$ cat src/rtl/cdcseq_pkg.sv
package cdcseq_pkg;

  // ----------------------------------------------------------------
  // Widths
  // ----------------------------------------------------------------
  localparam int ADDR_W     = 10;
  localparam int DATA_W     = 16;
  localparam int STAGES     = 8;
  localparam int STAGE_W    = 3;
  localparam int OFFSET_W   = 7;
  localparam int SUM_W      = 26;
  localparam int SCOUNT_W   = 10;
  localparam int MS_W       = 10;

  // ----------------------------------------------------------------
  // Timing
  // ----------------------------------------------------------------
  localparam int CLK_HZ          = 10_000_000;
  localparam int SAMPLE_RATE_HZ  = 250_000;
  localparam int SAMPLE_DIV      = CLK_HZ / SAMPLE_RATE_HZ;
  localparam int MS_CYCLES       = CLK_HZ / 1000;
  localparam int WAKE_STEP_MS    = 200;
  localparam int TOUCH_PERIOD_MS = 25;
  localparam logic [SCOUNT_W-1:0] SAMPLES_256 = 10'h2FF;  // 3 x 256 - 1
  localparam logic [SCOUNT_W-1:0] SAMPLES_128 = 10'h17F;  // 3 x 128 - 1

  // ----------------------------------------------------------------
  // Register map (word addresses)
  // ----------------------------------------------------------------
  localparam logic [ADDR_W-1:0] OFFS_CTRL       = 10'h000;
  localparam logic [ADDR_W-1:0] OFFS_RAW_RESULT = 10'h00B;
  localparam logic [ADDR_W-1:0] OFFS_SEQ_CFG    = 10'h040;
  localparam logic [ADDR_W-1:0] OFFS_STATUS     = 10'h041;
  localparam logic [ADDR_W-1:0] OFFS_STAGE_CFG  = 10'h080;  // +stage, bank 2
  localparam logic [ADDR_W-1:0] OFFS_STAGE_RES  = 10'h0E0;  // +stage, bank 3

  localparam logic [DATA_W-1:0] CTRL_RESET      = 16'h0000;
  localparam logic [DATA_W-1:0] SEQ_CFG_RESET   = 16'h0007;
  localparam logic [DATA_W-1:0] STAGE_CFG_RESET = 16'h0000;

  // ----------------------------------------------------------------
  // Field encodings
  // ----------------------------------------------------------------
  localparam logic [1:0] DECIM_256 = 2'h0;
  localparam logic [1:0] DECIM_128 = 2'h1;
  localparam logic [1:0] MODE_FULL = 2'h0;
  localparam logic [1:0] MODE_LOW  = 2'h2;

  typedef struct packed {
    logic [5:0] unused_hi;
    logic [1:0] decimation;
    logic [3:0] unused_mid;
    logic [1:0] wakeup_delay_select;
    logic [1:0] power_mode;
  } cdcseq_ctrl_type;

  typedef struct packed {
    logic [3:0]         diff_pair_en;
    logic [7:0]         cal_enable;
    logic               unused;
    logic [STAGE_W-1:0] last_stage;
  } cdcseq_seq_type;

  typedef struct packed {
    logic                unused_hi;
    logic [OFFSET_W-1:0] negative_offset_setting;
    logic                unused_lo;
    logic [OFFSET_W-1:0] positive_offset_setting;
  } cdcseq_stage_cfg_type;

  typedef enum logic [1:0] {
    SEQ_IDLE    = 2'b00,
    SEQ_CONVERT = 2'b01,
    SEQ_WAIT    = 2'b10
  } cdcseq_state_type;

endpackage

$ cat src/rtl/cdcseq_decimator.sv
module cdcseq_decimator
  import cdcseq_pkg::*;
(
  input  wire logic                        clk,
  input  wire logic                        reset,
  input  wire logic                        restart,
  input  wire logic                        sample_en,
  input  wire logic [cdcseq_pkg::DATA_W-1:0] sample_data,
  input  wire logic                        ratio_128,
  output logic                             done_q,
  output logic [cdcseq_pkg::DATA_W-1:0]    result_q
);

  logic [SUM_W-1:0]    sum_q;
  logic [SCOUNT_W-1:0] count_q;
  logic [SUM_W-1:0]    total;
  logic [SUM_W-1:0]    scaled;
  logic [SCOUNT_W-1:0] target;

  always_comb begin
    total  = sum_q + {{(SUM_W-DATA_W){1'b0}}, sample_data};
    target = ratio_128 ? SAMPLES_128 : SAMPLES_256;
    // Divide by 3 x ratio: shift out the ratio, then a constant divide
    scaled = ratio_128 ? (total >> 7) : (total >> 8);
  end

  always_ff @(posedge clk) begin
    if (reset || restart) begin
      sum_q   <= '0;
      count_q <= '0;
      done_q  <= 1'b0;
    end else begin
      done_q <= 1'b0;
      if (sample_en) begin
        if (count_q >= target) begin
          sum_q   <= '0;
          count_q <= '0;
          done_q  <= 1'b1;
        end else begin
          sum_q   <= total;
          count_q <= count_q + 10'h001;
        end
      end
    end
  end

  always_ff @(posedge clk) begin
    if (reset) begin
      result_q <= '0;
    end else if (sample_en && count_q >= target) begin
      result_q <= DATA_W'(scaled / 26'h0000003);
    end
  end

endmodule

$ cat src/rtl/cdcseq_top.sv
// How it works
// - Ctrl bits 9:8 pick ratio 256 or 128.
// - Stage result averages three times ratio samples.
// - Converter samples at 250 kHz, 16-bit results.
// - Sequence time equals stage time times stages.
// - Sequence runs stage 0 to last-stage index.
// - At most eight stages per sequence.
// - Each stage has its own bank 2 settings.
// - Differential pair reports one button, never both.
// - Ctrl bits 3:2 pick 200-800 ms wake delay.
// - Low power wakes, converts once, then waits.
// - Raw 16-bit result readable at 0x00B.
// - Per-stage results readable in bank 3.
// - Per-stage positive and negative 7-bit offsets.
// - Mode bits: 00 full, 10 low, else shutdown.
// - Touched in low power: sequence every 25 ms.
module cdcseq_top
  import cdcseq_pkg::*;
#(
  parameter int MS_TICK_CYCLES = cdcseq_pkg::MS_CYCLES
)
(
  input  wire logic                          clk,
  input  wire logic                          reset,
  input  wire logic [cdcseq_pkg::ADDR_W-1:0] reg_addr,
  input  wire logic [cdcseq_pkg::DATA_W-1:0] reg_wdata,
  input  wire logic                          reg_write,
  input  wire logic                          reg_read,
  output logic      [cdcseq_pkg::DATA_W-1:0] reg_rdata_q,
  input  wire logic [cdcseq_pkg::DATA_W-1:0] conv_sample,
  output logic                               sample_strobe_q,
  input  wire logic [7:0]                    button_raw,
  output logic      [7:0]                    button_status_q,
  output logic      [cdcseq_pkg::STAGE_W-1:0] active_stage_q,
  output logic      [cdcseq_pkg::OFFSET_W-1:0] positive_offset_setting_q,
  output logic      [cdcseq_pkg::OFFSET_W-1:0] negative_offset_setting_q,
  output logic                               converting_q
);

  cdcseq_ctrl_type      ctrl_q;
  cdcseq_seq_type       seq_q;
  cdcseq_stage_cfg_type stage_cfg_q [STAGES];
  logic [DATA_W-1:0]    stage_res_q [STAGES];
  logic [DATA_W-1:0]    raw_result_q;
  cdcseq_state_type     state_q;
  logic [5:0]           div_q;
  logic [31:0]          ms_div_q;
  logic                 ms_tick;
  logic [MS_W-1:0]      since_start_q;
  logic [MS_W-1:0]      since_end_q;
  logic                 restart_q;
  logic                 dec_done;
  logic [DATA_W-1:0]    dec_result;
  logic                 mode_full;
  logic                 mode_low;
  logic                 touched;
  logic [MS_W-1:0]      wake_delay_ms;
  logic [7:0]           button_pairs;

  // ----------------------------------------------------------------
  // Mode decode and rate dividers
  // ----------------------------------------------------------------
  always_comb begin
    mode_full     = (ctrl_q.power_mode == MODE_FULL);
    mode_low      = (ctrl_q.power_mode == MODE_LOW);
    touched       = |button_raw;
    wake_delay_ms = MS_W'(WAKE_STEP_MS) *
                    ({8'h00, ctrl_q.wakeup_delay_select} + 10'h001);
    ms_tick       = (ms_div_q == 32'(MS_TICK_CYCLES - 1));
  end

  always_ff @(posedge clk) begin
    if (reset || div_q == 6'(SAMPLE_DIV - 1)) begin
      div_q <= '0;
    end else begin
      div_q <= div_q + 6'h01;
    end
  end

  // One enable per 4 us converter sample, only while converting
  always_ff @(posedge clk) begin
    if (reset) begin
      sample_strobe_q <= 1'b0;
    end else begin
      // Gated by the mode too, so a strobe never outlives converting_q on shutdown
      sample_strobe_q <= (div_q == 6'(SAMPLE_DIV - 1)) && (state_q == SEQ_CONVERT) &&
                         (mode_full || mode_low);
    end
  end

  always_ff @(posedge clk) begin
    if (reset || ms_tick) begin
      ms_div_q <= '0;
    end else begin
      ms_div_q <= ms_div_q + 32'h00000001;
    end
  end

  // ----------------------------------------------------------------
  // Decimation filter
  // ----------------------------------------------------------------
  cdcseq_decimator u_decimator (
    .clk         (clk),
    .reset       (reset),
    .restart     (restart_q),
    .sample_en   (sample_strobe_q),
    .sample_data (conv_sample),
    .ratio_128   (ctrl_q.decimation == DECIM_128),
    .done_q      (dec_done),
    .result_q    (dec_result)
  );

  // ----------------------------------------------------------------
  // Sequencer
  // ----------------------------------------------------------------
  // Stage time is fixed by the sample count, so a sequence lasts
  // (last_stage + 1) stage times with no gap between stages.
  always_ff @(posedge clk) begin
    if (reset) begin
      state_q        <= SEQ_IDLE;
      active_stage_q <= '0;
      restart_q      <= 1'b1;
      converting_q   <= 1'b0;
    end else begin
      restart_q <= 1'b0;
      if (!mode_full && !mode_low) begin
        state_q        <= SEQ_IDLE;
        active_stage_q <= '0;
        restart_q      <= 1'b1;
        converting_q   <= 1'b0;
      end else begin
        unique case (state_q)
          SEQ_IDLE: begin
            state_q        <= SEQ_CONVERT;
            active_stage_q <= '0;
            restart_q      <= 1'b1;
            converting_q   <= 1'b1;
          end
          SEQ_CONVERT: begin
            if (dec_done) begin
              restart_q <= 1'b1;
              if (active_stage_q == seq_q.last_stage) begin
                active_stage_q <= '0;
                if (mode_low) begin
                  state_q      <= SEQ_WAIT;
                  converting_q <= 1'b0;
                end
              end else begin
                active_stage_q <= active_stage_q + 3'h1;
              end
            end
          end
          SEQ_WAIT: begin
            if (mode_full ||
                (touched && since_start_q >= MS_W'(TOUCH_PERIOD_MS)) ||
                since_end_q >= wake_delay_ms) begin
              state_q      <= SEQ_CONVERT;
              restart_q    <= 1'b1;
              converting_q <= 1'b1;
            end
          end
        endcase
      end
    end
  end

  // Low power wait timers in milliseconds; saturate rather than wrap
  always_ff @(posedge clk) begin
    // Cleared at each sequence start, so the touch period runs start to start
    if (reset || (state_q == SEQ_CONVERT && restart_q && active_stage_q == '0)) begin
      since_start_q <= '0;
    end else if (ms_tick && since_start_q != '1) begin
      since_start_q <= since_start_q + 10'h001;
    end
  end

  always_ff @(posedge clk) begin
    if (reset || state_q != SEQ_WAIT) begin
      since_end_q <= '0;
    end else if (ms_tick && since_end_q != '1) begin
      since_end_q <= since_end_q + 10'h001;
    end
  end

  // ----------------------------------------------------------------
  // Results and stage outputs
  // ----------------------------------------------------------------
  always_ff @(posedge clk) begin
    if (reset) begin
      raw_result_q <= '0;
    end else if (dec_done && state_q == SEQ_CONVERT) begin
      raw_result_q <= dec_result;
    end
  end

  always_ff @(posedge clk) begin
    if (dec_done && state_q == SEQ_CONVERT) begin
      stage_res_q[active_stage_q] <= dec_result;
    end
  end

  always_ff @(posedge clk) begin
    if (reset) begin
      positive_offset_setting_q <= '0;
      negative_offset_setting_q <= '0;
    end else begin
      positive_offset_setting_q <= stage_cfg_q[active_stage_q].positive_offset_setting;
      negative_offset_setting_q <= stage_cfg_q[active_stage_q].negative_offset_setting;
    end
  end

  // ----------------------------------------------------------------
  // Differential button pairs
  // ----------------------------------------------------------------
  for (genvar p = 0; p < 4; p++) begin : g_pair
    always_comb begin
      if (seq_q.diff_pair_en[p]) begin
        button_pairs[2*p]   = button_raw[2*p] & ~button_raw[2*p+1];
        button_pairs[2*p+1] = button_raw[2*p+1] & ~button_raw[2*p];
      end else begin
        button_pairs[2*p]   = button_raw[2*p];
        button_pairs[2*p+1] = button_raw[2*p+1];
      end
    end
  end

  always_ff @(posedge clk) begin
    if (reset) begin
      button_status_q <= '0;
    end else begin
      button_status_q <= button_pairs;
    end
  end

  // ----------------------------------------------------------------
  // Register access
  // ----------------------------------------------------------------
  always_ff @(posedge clk) begin
    if (reset) begin
      ctrl_q <= cdcseq_ctrl_type'(CTRL_RESET);
      seq_q  <= cdcseq_seq_type'(SEQ_CFG_RESET);
    end else if (reg_write) begin
      if (reg_addr == OFFS_CTRL) begin
        ctrl_q <= cdcseq_ctrl_type'(reg_wdata);
      end
      if (reg_addr == OFFS_SEQ_CFG) begin
        seq_q <= cdcseq_seq_type'(reg_wdata);
      end
    end
  end

  for (genvar s = 0; s < STAGES; s++) begin : g_stage_cfg
    always_ff @(posedge clk) begin
      if (reset) begin
        stage_cfg_q[s] <= cdcseq_stage_cfg_type'(STAGE_CFG_RESET);
      end else if (reg_write && reg_addr == OFFS_STAGE_CFG + ADDR_W'(s)) begin
        stage_cfg_q[s] <= cdcseq_stage_cfg_type'(reg_wdata);
      end
    end
  end

  always_ff @(posedge clk) begin
    if (reset) begin
      reg_rdata_q <= '0;
    end else if (reg_read) begin
      if (reg_addr == OFFS_CTRL) begin
        reg_rdata_q <= ctrl_q;
      end else if (reg_addr == OFFS_RAW_RESULT) begin
        reg_rdata_q <= raw_result_q;
      end else if (reg_addr == OFFS_SEQ_CFG) begin
        reg_rdata_q <= seq_q;
      end else if (reg_addr == OFFS_STATUS) begin
        reg_rdata_q <= {button_status_q, 2'h0, converting_q, state_q, active_stage_q};
      end else if (reg_addr[ADDR_W-1:STAGE_W] == OFFS_STAGE_CFG[ADDR_W-1:STAGE_W]) begin
        reg_rdata_q <= stage_cfg_q[reg_addr[STAGE_W-1:0]];
      end else if (reg_addr[ADDR_W-1:STAGE_W] == OFFS_STAGE_RES[ADDR_W-1:STAGE_W]) begin
        reg_rdata_q <= stage_res_q[reg_addr[STAGE_W-1:0]];
      end else begin
        reg_rdata_q <= '0;
      end
    end
  end

endmodule

$ cat config.mk
export PLATFORM = sky130hd
export DESIGN_NAME = cdcseq_top
export DESIGN_NICKNAME = d
export VERILOG_FILES = /design/src/rtl/cdcseq_pkg.sv /design/src/rtl/cdcseq_decimator.sv /design/src/rtl/cdcseq_top.sv
export SDC_FILE = /design/constraint.sdc
export NUM_CORES = 1
export LEC_CHECK = 0
export ABC_AREA = 1
export BUFFER_PORTS_ARGS = -buffer_cell sky130_fd_sc_hd__buf_2
export CORE_MARGIN = 3
export CORE_UTILIZATION = 55
export DETAILED_ROUTE_END_ITERATION = 8
export GPL_TIMING_DRIVEN = 0
export PLACE_DENSITY = 0.7
export SLEW_MARGIN = 10
export SYNTH_ARGS = -nofsm -noshare
export SYNTH_HDL_FRONTEND = slang
export SYNTH_SLANG_ARGS = --single-unit
$ cat constraint.sdc
create_clock -name clk -period 10.1 [get_ports clk]
set_input_delay 2.02 -clock clk [delete_from_list [all_inputs] [get_ports clk]]
set_output_delay 2.02 -clock clk [all_outputs]
set_load 0.05 [all_outputs]
==> impl_metrics.py, run 1 <==
metrics = {
    "global_route": {
        "grt_antenna_before_repair": 2,
        "grt_pass1_vias": 18500,
        "grt_pass1_wl_um": 107000,
        "grt_max_degree": 17,
        "gr-total-overflow": 0,
        "grt_usage_pct": 33.5,
    },
    "worst_setup_path": {
        "ff2ff_path_depth": 57,
        "timing.rr.start": "u_decimator.sum_q[0]",
        "worst_path_most_repeated_cell": "nand2_1",
        "critical_path.top_delay_family": "simple AND/OR/NAND/NOR gates",
        "path_buf_inv": 7,
        "crit_fanout": 4,
        "r2r-end": "u_decimator.result_q[0]",
        "endpoint_kind": "register",
        "start_kind": "input pin",
        "worst-setup-path-type": "input pin to register",
        "cpPeakStageDelay_ns": 0.38,
        "cp.arrival_ns": 8.61,
        "rrSetupSlack_ns": 3.16,
        "cp_slowest_cell": "fa_1",
        "critPathRequiredTime_ns": 10.59,
    },
    "placement": {
        "io_buffer_count": 95,
        "place.gp.congestion": 1.02,
        "dp.final_hpwl_um": 51500,
    },
    "synthesis": {
        "ys_ff_latch": 460,
        "syn_inst": 2578,
        "yosysWarnings": 0,
        "synth_edf_count": 256,
        "synth.distinct_cells": 60,
        "synth-main-ff-cell": "edfxtp_1",
        "syn-num-nets": 2675,
        "synthArstFlopShare_pct": 0,
        "synth_seq_area_share_pct": 53.3,
        "syn_area_sq_mm": 0.0221,
        "synth_area_per_cell_sq_um": 8.57,
    },
    "power_and_ir_drop": {
        "combinationalPowerShare_pct": 14.3,
        "ir_drop_v": 0.000128,
        "power_frac_seq_pct": 45.3,
        "p_leak_nw": 9.87,
        "internal-power_w": 0.00324,
        "power_frac_clock_pct": 40.4,
        "p_per_area_mw_per_mm2": 181,
        "p_sw_w": 0.00129,
        "switching_share_pct": 28.6,
        "total_power_w": 0.00453,
    },
    "detailed_routing": {
        "wl_per_cell_um": 21.9,
        "drc": 0,
        "via_count": 19600,
        "drtIter0Drc": 2206,
        "ant_nets": 0,
        "routed_wl_um": 72100,
        "drt_pass1_iterations": 6,
        "viasPerCell": 5.96,
    },
    "floorplan": {
        "die-area_sq_mm": 0.0426,
        "row_count": 72,
        "start_util_pct": 56.4,
        "die_x_um": 206,
        "core_sq_mm": 0.0392,
        "design.portCount": 97,
        "die_h_um": 206,
    },
    "finish": {
        "seq_area_sq_mm": 0.0118,
        "syn_to_final_growth_pct": 13.6,
        "drive_gt1_share_pct": 9.26,
        "mostFrequentLayoutCells": "451 x nand2_1, 358 x nor2_1, 299 x inv_1",
        "mostFrequentLayoutCell": "nand2_1",
        "multi_input_area_sq_mm": 0.00882,
        "final_nets": 2834,
        "fillers": 3307,
    },
    "timing": {
        "slew_headroom_pct": 23.7,
        "final-hold-violation-count": 0,
        "finalMaxSlewViolations": 0,
        "setup_viol": 0,
        "max_freq_ghz": 0.123,
        "tns_ns": 0,
        "fin_crit_ns": 8.12,
        "rsz0062_at_grt": "no",
        "finalCritPeriodShare_pct": 80.4,
        "worst_pin_slew_ns": 1.13,
        "skew_ns": 0.0234,
    },
    "hold_path": {
        "worstHoldStart": "seq_q[4]",
        "holdPathEnd": "seq_q[4]",
        "hp-class": "register to register",
        "hold_depth": 2,
    },
    "clock_network": {
        "cts.clk_slew.worst_paths_ns": 0.07,
        "cts_hold_buf": 0,
        "cts_tree": "yes",
        "clkLatencyLatePin_ns": 0.59,
        "cts_buffers": 48,
        "post-cts-setup-buffers": 0,
        "cts.repair.resized": 0,
        "clockRootBuffer": "clkbuf_16",
        "cts.sinks": 460,
        "clockBufferDepth": 3,
        "cts_htree_levels": 2,
    },
    "flow_run": {
        "drv_cap": 0,
    },
    "run_status": {
        "status": "completed",
    },
}
-- area by class of cell --
cell class	count	area share [%]
antenna	1	0.00997
inverter	312	4.67
multi-input combinational	1703	35.1
tap	518	2.58
clock inverter	29	1.30
timing repair buffer	109	2.67
sequential	460	46.9
buffer	103	1.55
clock buffer	59	5.19
-- cell usage after synthesis, drive strengths merged (6+ instances only) --
library cell | number | area share [%]
nand3 | 131 | 3.2
or2 | 6 | 0.17
buf | 10 | 0.18
clkinv | 7 | 0.12
xnor2 | 15 | 0.59
nor3 | 33 | 0.75
a21oi | 159 | 3.6
ha | 42 | 2.4
clkbuf | 93 | 1.6
a22oi | 66 | 2.2
o21ai | 189 | 4.3
edfxtp | 256 | 35
o21bai | 6 | 0.29
nor4 | 21 | 0.59
nand2 | 460 | 7.9
a211oi | 6 | 0.20
inv | 305 | 5.2
o211ai | 38 | 1.3
nand4 | 32 | 0.91
o22ai | 11 | 0.31
dfxtp | 204 | 18
nor2 | 373 | 6.4
a221oi | 13 | 0.52
a41oi | 15 | 0.59
o2111ai | 15 | 0.59
xor2 | 23 | 0.91
-- power groups by stage --
stage               Combinational (W)  Clock [W]  Sequential, W
finish                       0.000648    0.00183        0.00205
global route                 0.000675    0.00192        0.00205
CTS                          0.000617    0.00185        0.00205
detailed placement           0.000612          0        0.00209
global placement             0.000598          0        0.00209
floorplan                    0.000303          0        0.00215
-- worst max-delay path by stage --
stage / startpoint / end / slack (ns) / depth (start not counted)
final: conv_sample[0] / u_decimator.result_q[0] / 1.98 / 58
after detailed placement: conv_sample[0] / u_decimator.result_q[0] / 1.46 / 58
after global routing: conv_sample[0] / u_decimator.result_q[0] / 1.16 / 56
after CTS: conv_sample[0] / u_decimator.result_q[0] / 2.03 / 58
after global placement: conv_sample[0] / u_decimator.result_q[0] / 1.71 / 58
after floorplan: conv_sample[0] / u_decimator.result_q[0] / 2.62 / 57
-- routing by layer --
| metal | vias up | track usage (%) | wire, um |
|---|---|---|---|
| li1 | 9132 | - | - |
| met3 | 274 | 7.89 | 7830 |
| met1 | 9150 | 43.1 | 27800 |
| met2 | 1079 | 53.0 | 32400 |
| met5 | - | 0 | 13 |
| met4 | 2 | 17.2 | 3970 |
-- cells by family after synthesis --
family / Yosys count / share of synthesized area (%)
AOI/OAI and AO/OA: 553 / 15.3
DFF: 460 / 53.3
buffers and inverters: 415 / 7.05
and+or+nand+nor: 1069 / 20.4
adders and majority gates: 43 / 2.47
xor gates and xnor gates: 38 / 1.51
-- tightest hold or removal path: stages, from the launching register on --
cell and delay (ns):
dfxtp_1 0.31, inv_1 0.05, a21oi_1 0.05
-- per-stage QoR --
stage | worst slack [ns] | cells | hold WS [ns] | instance area [sq um] | util [%]
2_1_floorplan | 2.62 | 2578 | 0.418 | 22100 | -
3_3_place_gp | 1.71 | 3191 | 0.424 | 23200 | 59.3
3_5_place_dp | 1.46 | 3205 | 0.438 | 23500 | 59.9
4_1_cts | 2.03 | 3293 | 0.447 | 25100 | 64.0
5_1_grt | 1.16 | 3293 | 0.460 | 25100 | 64.0
6_report | 1.98 | 3294 | 0.451 | 25100 | 64.0
-- sequential cells by signal, summed over array words and instances (netlist names), 7 cells and up --
signal,count
button_status_q,8
ctrl_q,16
ms_div_q,32
negative_offset_setting_q,7
positive_offset_setting_q,7
raw_result_q,16
reg_rdata_q,16
seq_q,16
since_end_q,10
since_start_q,10
stage_cfg_q,128
stage_res_q,128
u_decimator.count_q,10
u_decimator.result_q,16
u_decimator.sum_q,26
Power figures use the tool's default switching activity.
==> run 2, diff against run 1 <==
==> constraint.sdc (replaced) <==
create_clock -name clk -period 7.7 [get_ports clk]
set_input_delay 1.54 -clock clk [delete_from_list [all_inputs] [get_ports clk]]
set_output_delay 1.54 -clock clk [all_outputs]
set_load 0.05 [all_outputs]
==> run 2 against run 1 <==
Against the previous run: non-clock buffer count grew 11; global-route usage unchanged; hold slack about the same; wire length grew 1.0%; final cell count up 0.33%; sequential power up 31%; register-to-register slack lost 2.1 ns; critical endpoint unchanged; largest cell class unchanged; highest routed layer unchanged.
==> impl_metrics.py, run 2 (synthesis results as in run 1) <==
metrics = {
    "worst_setup_path": {
        "cp.arrival_ns": 7.82,
        "worst_path_most_repeated_cell": "nand2_2",
        "ff2ff_path_depth": 52,
        "start_kind": "input pin",
        "cpPeakStageDelay_ns": 0.33,
        "endpoint_kind": "register",
        "critPathRequiredTime_ns": 8.19,
        "worst-setup-path-type": "input pin to register",
        "cp_slowest_cell": "fa_2",
        "crit_fanout": 4,
    },
    "run_status": {
        "status": "completed",
    },
    "floorplan": {
        "core_sq_mm": 0.0392,
        "design.portCount": 97,
        "die-area_sq_mm": 0.0426,
        "start_util_pct": 56.4,
        "die_x_um": 206,
        "die_h_um": 206,
        "row_count": 72,
    },
    "clock_network": {
        "cts.sinks": 460,
        "cts_hold_buf": 0,
        "clockBufferDepth": 3,
        "clockRootBuffer": "clkbuf_16",
        "cts.clk_slew.worst_paths_ns": 0.07,
        "cts_buffers": 48,
        "cts_tree": "yes",
        "clkLatencyLatePin_ns": 0.59,
        "cts_htree_levels": 2,
    },
    "global_route": {
        "grt_pass1_vias": 18500,
        "grt_usage_pct": 33.5,
        "gr-total-overflow": 0,
        "grt_antenna_before_repair": 2,
        "grt_pass1_wl_um": 107000,
        "grt_max_degree": 17,
    },
    "power_and_ir_drop": {
        "ir_drop_v": 0.000168,
        "total_power_w": 0.00596,
        "p_per_area_mw_per_mm2": 234,
        "p_leak_nw": 9.99,
    },
    "placement": {
        "io_buffer_count": 95,
        "place_inst": 3205,
        "place.gp.congestion": 1.02,
        "dp.final_hpwl_um": 51500,
        "placed_area_sq_mm": 0.0235,
    },
    "detailed_routing": {
        "drtIter0Drc": 2205,
        "wl_per_cell_um": 22.0,
        "ant_nets": 0,
        "via_count": 19900,
        "drt_pass1_iterations": 6,
        "drc": 0,
        "routed_wl_um": 72800,
        "viasPerCell": 6.01,
    },
    "finish": {
        "final_cells": 3305,
        "drive_gt1_share_pct": 11.9,
        "mostFrequentLayoutCell": "nand2_1",
        "seq_area_sq_mm": 0.0118,
        "final_area_sq_mm": 0.0254,
        "reg.largest.list": "stage_cfg_q (128), stage_res_q (128), ms_div_q (32)",
        "fin_util_pct": 64.9,
        "fillers": 3276,
        "final_nets": 2845,
        "mostFrequentLayoutCells": "419 x nand2_1, 356 x nor2_1, 299 x inv_1",
        "multi_input_area_sq_mm": 0.00908,
        "syn_to_final_growth_pct": 15.1,
    },
    "timing": {
        "finalCritPeriodShare_pct": 95.2,
        "setup_viol": 0,
        "tns_ns": 0,
        "worst_pin_slew_ns": 1.22,
        "slew_headroom_pct": 18.1,
        "final-hold-violation-count": 0,
        "skew_ns": 0.0198,
        "max_freq_ghz": 0.136,
        "finalMaxSlewViolations": 0,
        "fin_crit_ns": 7.33,
    },
    "flow_run": {
        "drv_cap": 0,
    },
    "hold_path": {
        "hold_depth": 2,
        "hp-class": "register to register",
    },
}
run 2: cell count changes in the layout (fill, tap and decap cells not counted), moves of 4 or more:
cell and change:
o21ai_1 -6, nand2_1 -32, o21ai_2 +9, nand3_2 +8, buf_4 +11, nand3_1 -10
a21oi_1 -4, nand2_2 +31
run 2: layout make-up:
type                    instances  share of cell area, %
flip-flops and latches        460                   46.3
multi-input cells            1703                   35.7
clock buffers                  59                   5.12
inverters                     312                   4.60
repair buffers                120                   2.96
well taps                     518                   2.55
plain buffers                 103                   1.52
clock inverters                29                   1.28
diodes                          1                0.00984
run 2: repair_timing:
item	4_1_cts	5_1_grt
setup buffers	0	11
setup endpoints to repair	0	2
gates resized for setup	0	73
run 2: path summary, 6_finish.rpt:
path	slack, ns	start	endpoint
max	0.37	conv_sample[0]	u_decimator.result_q[0]
min	0.45	seq_q[6]	seq_q[6]
max reg2reg	1.06	u_decimator.sum_q[0]	u_decimator.result_q[0]
min reg2reg	0.45	seq_q[6]	seq_q[6]
run 2: layer usage:
layer | wire length [um] | up-vias | GRT usage (%)
li1 | - | 9157 | -
met1 | 27800 | 9276 | 43.1
met2 | 32900 | 1157 | 53.0
met3 | 7990 | 286 | 7.89
met4 | 4070 | 2 | 17.2
met5 | 13 | - | 0
run 2: per-stage QoR:
step,hold slack (ns),setup WS (ns)
after floorplan,0.418,0.695
after global placement,0.424,-0.214
after detailed placement,0.438,-0.461
after CTS,0.447,0.113
after global routing,0.460,-0.140
final,0.451,0.369
run 2: power by group:
group	switching (W)	total (W)	internal, W	leakage [nW]
sequential	0.0000458	0.00269	0.00265	3.98
combinational	0.000669	0.000863	0.000194	5.23
clock	0.000990	0.00240	0.00141	0.790
total	0.00170	0.00596	0.00425	9.99
run 2: critical path, delay by kind of cell:
family / cells / cell delay, ns
buf+inv: 8 / 0.68
compound gates: 14 / 1.94
xor+xnor: 1 / 0.24
fa+ha+maj: 3 / 0.67
simple gates: 27 / 2.71
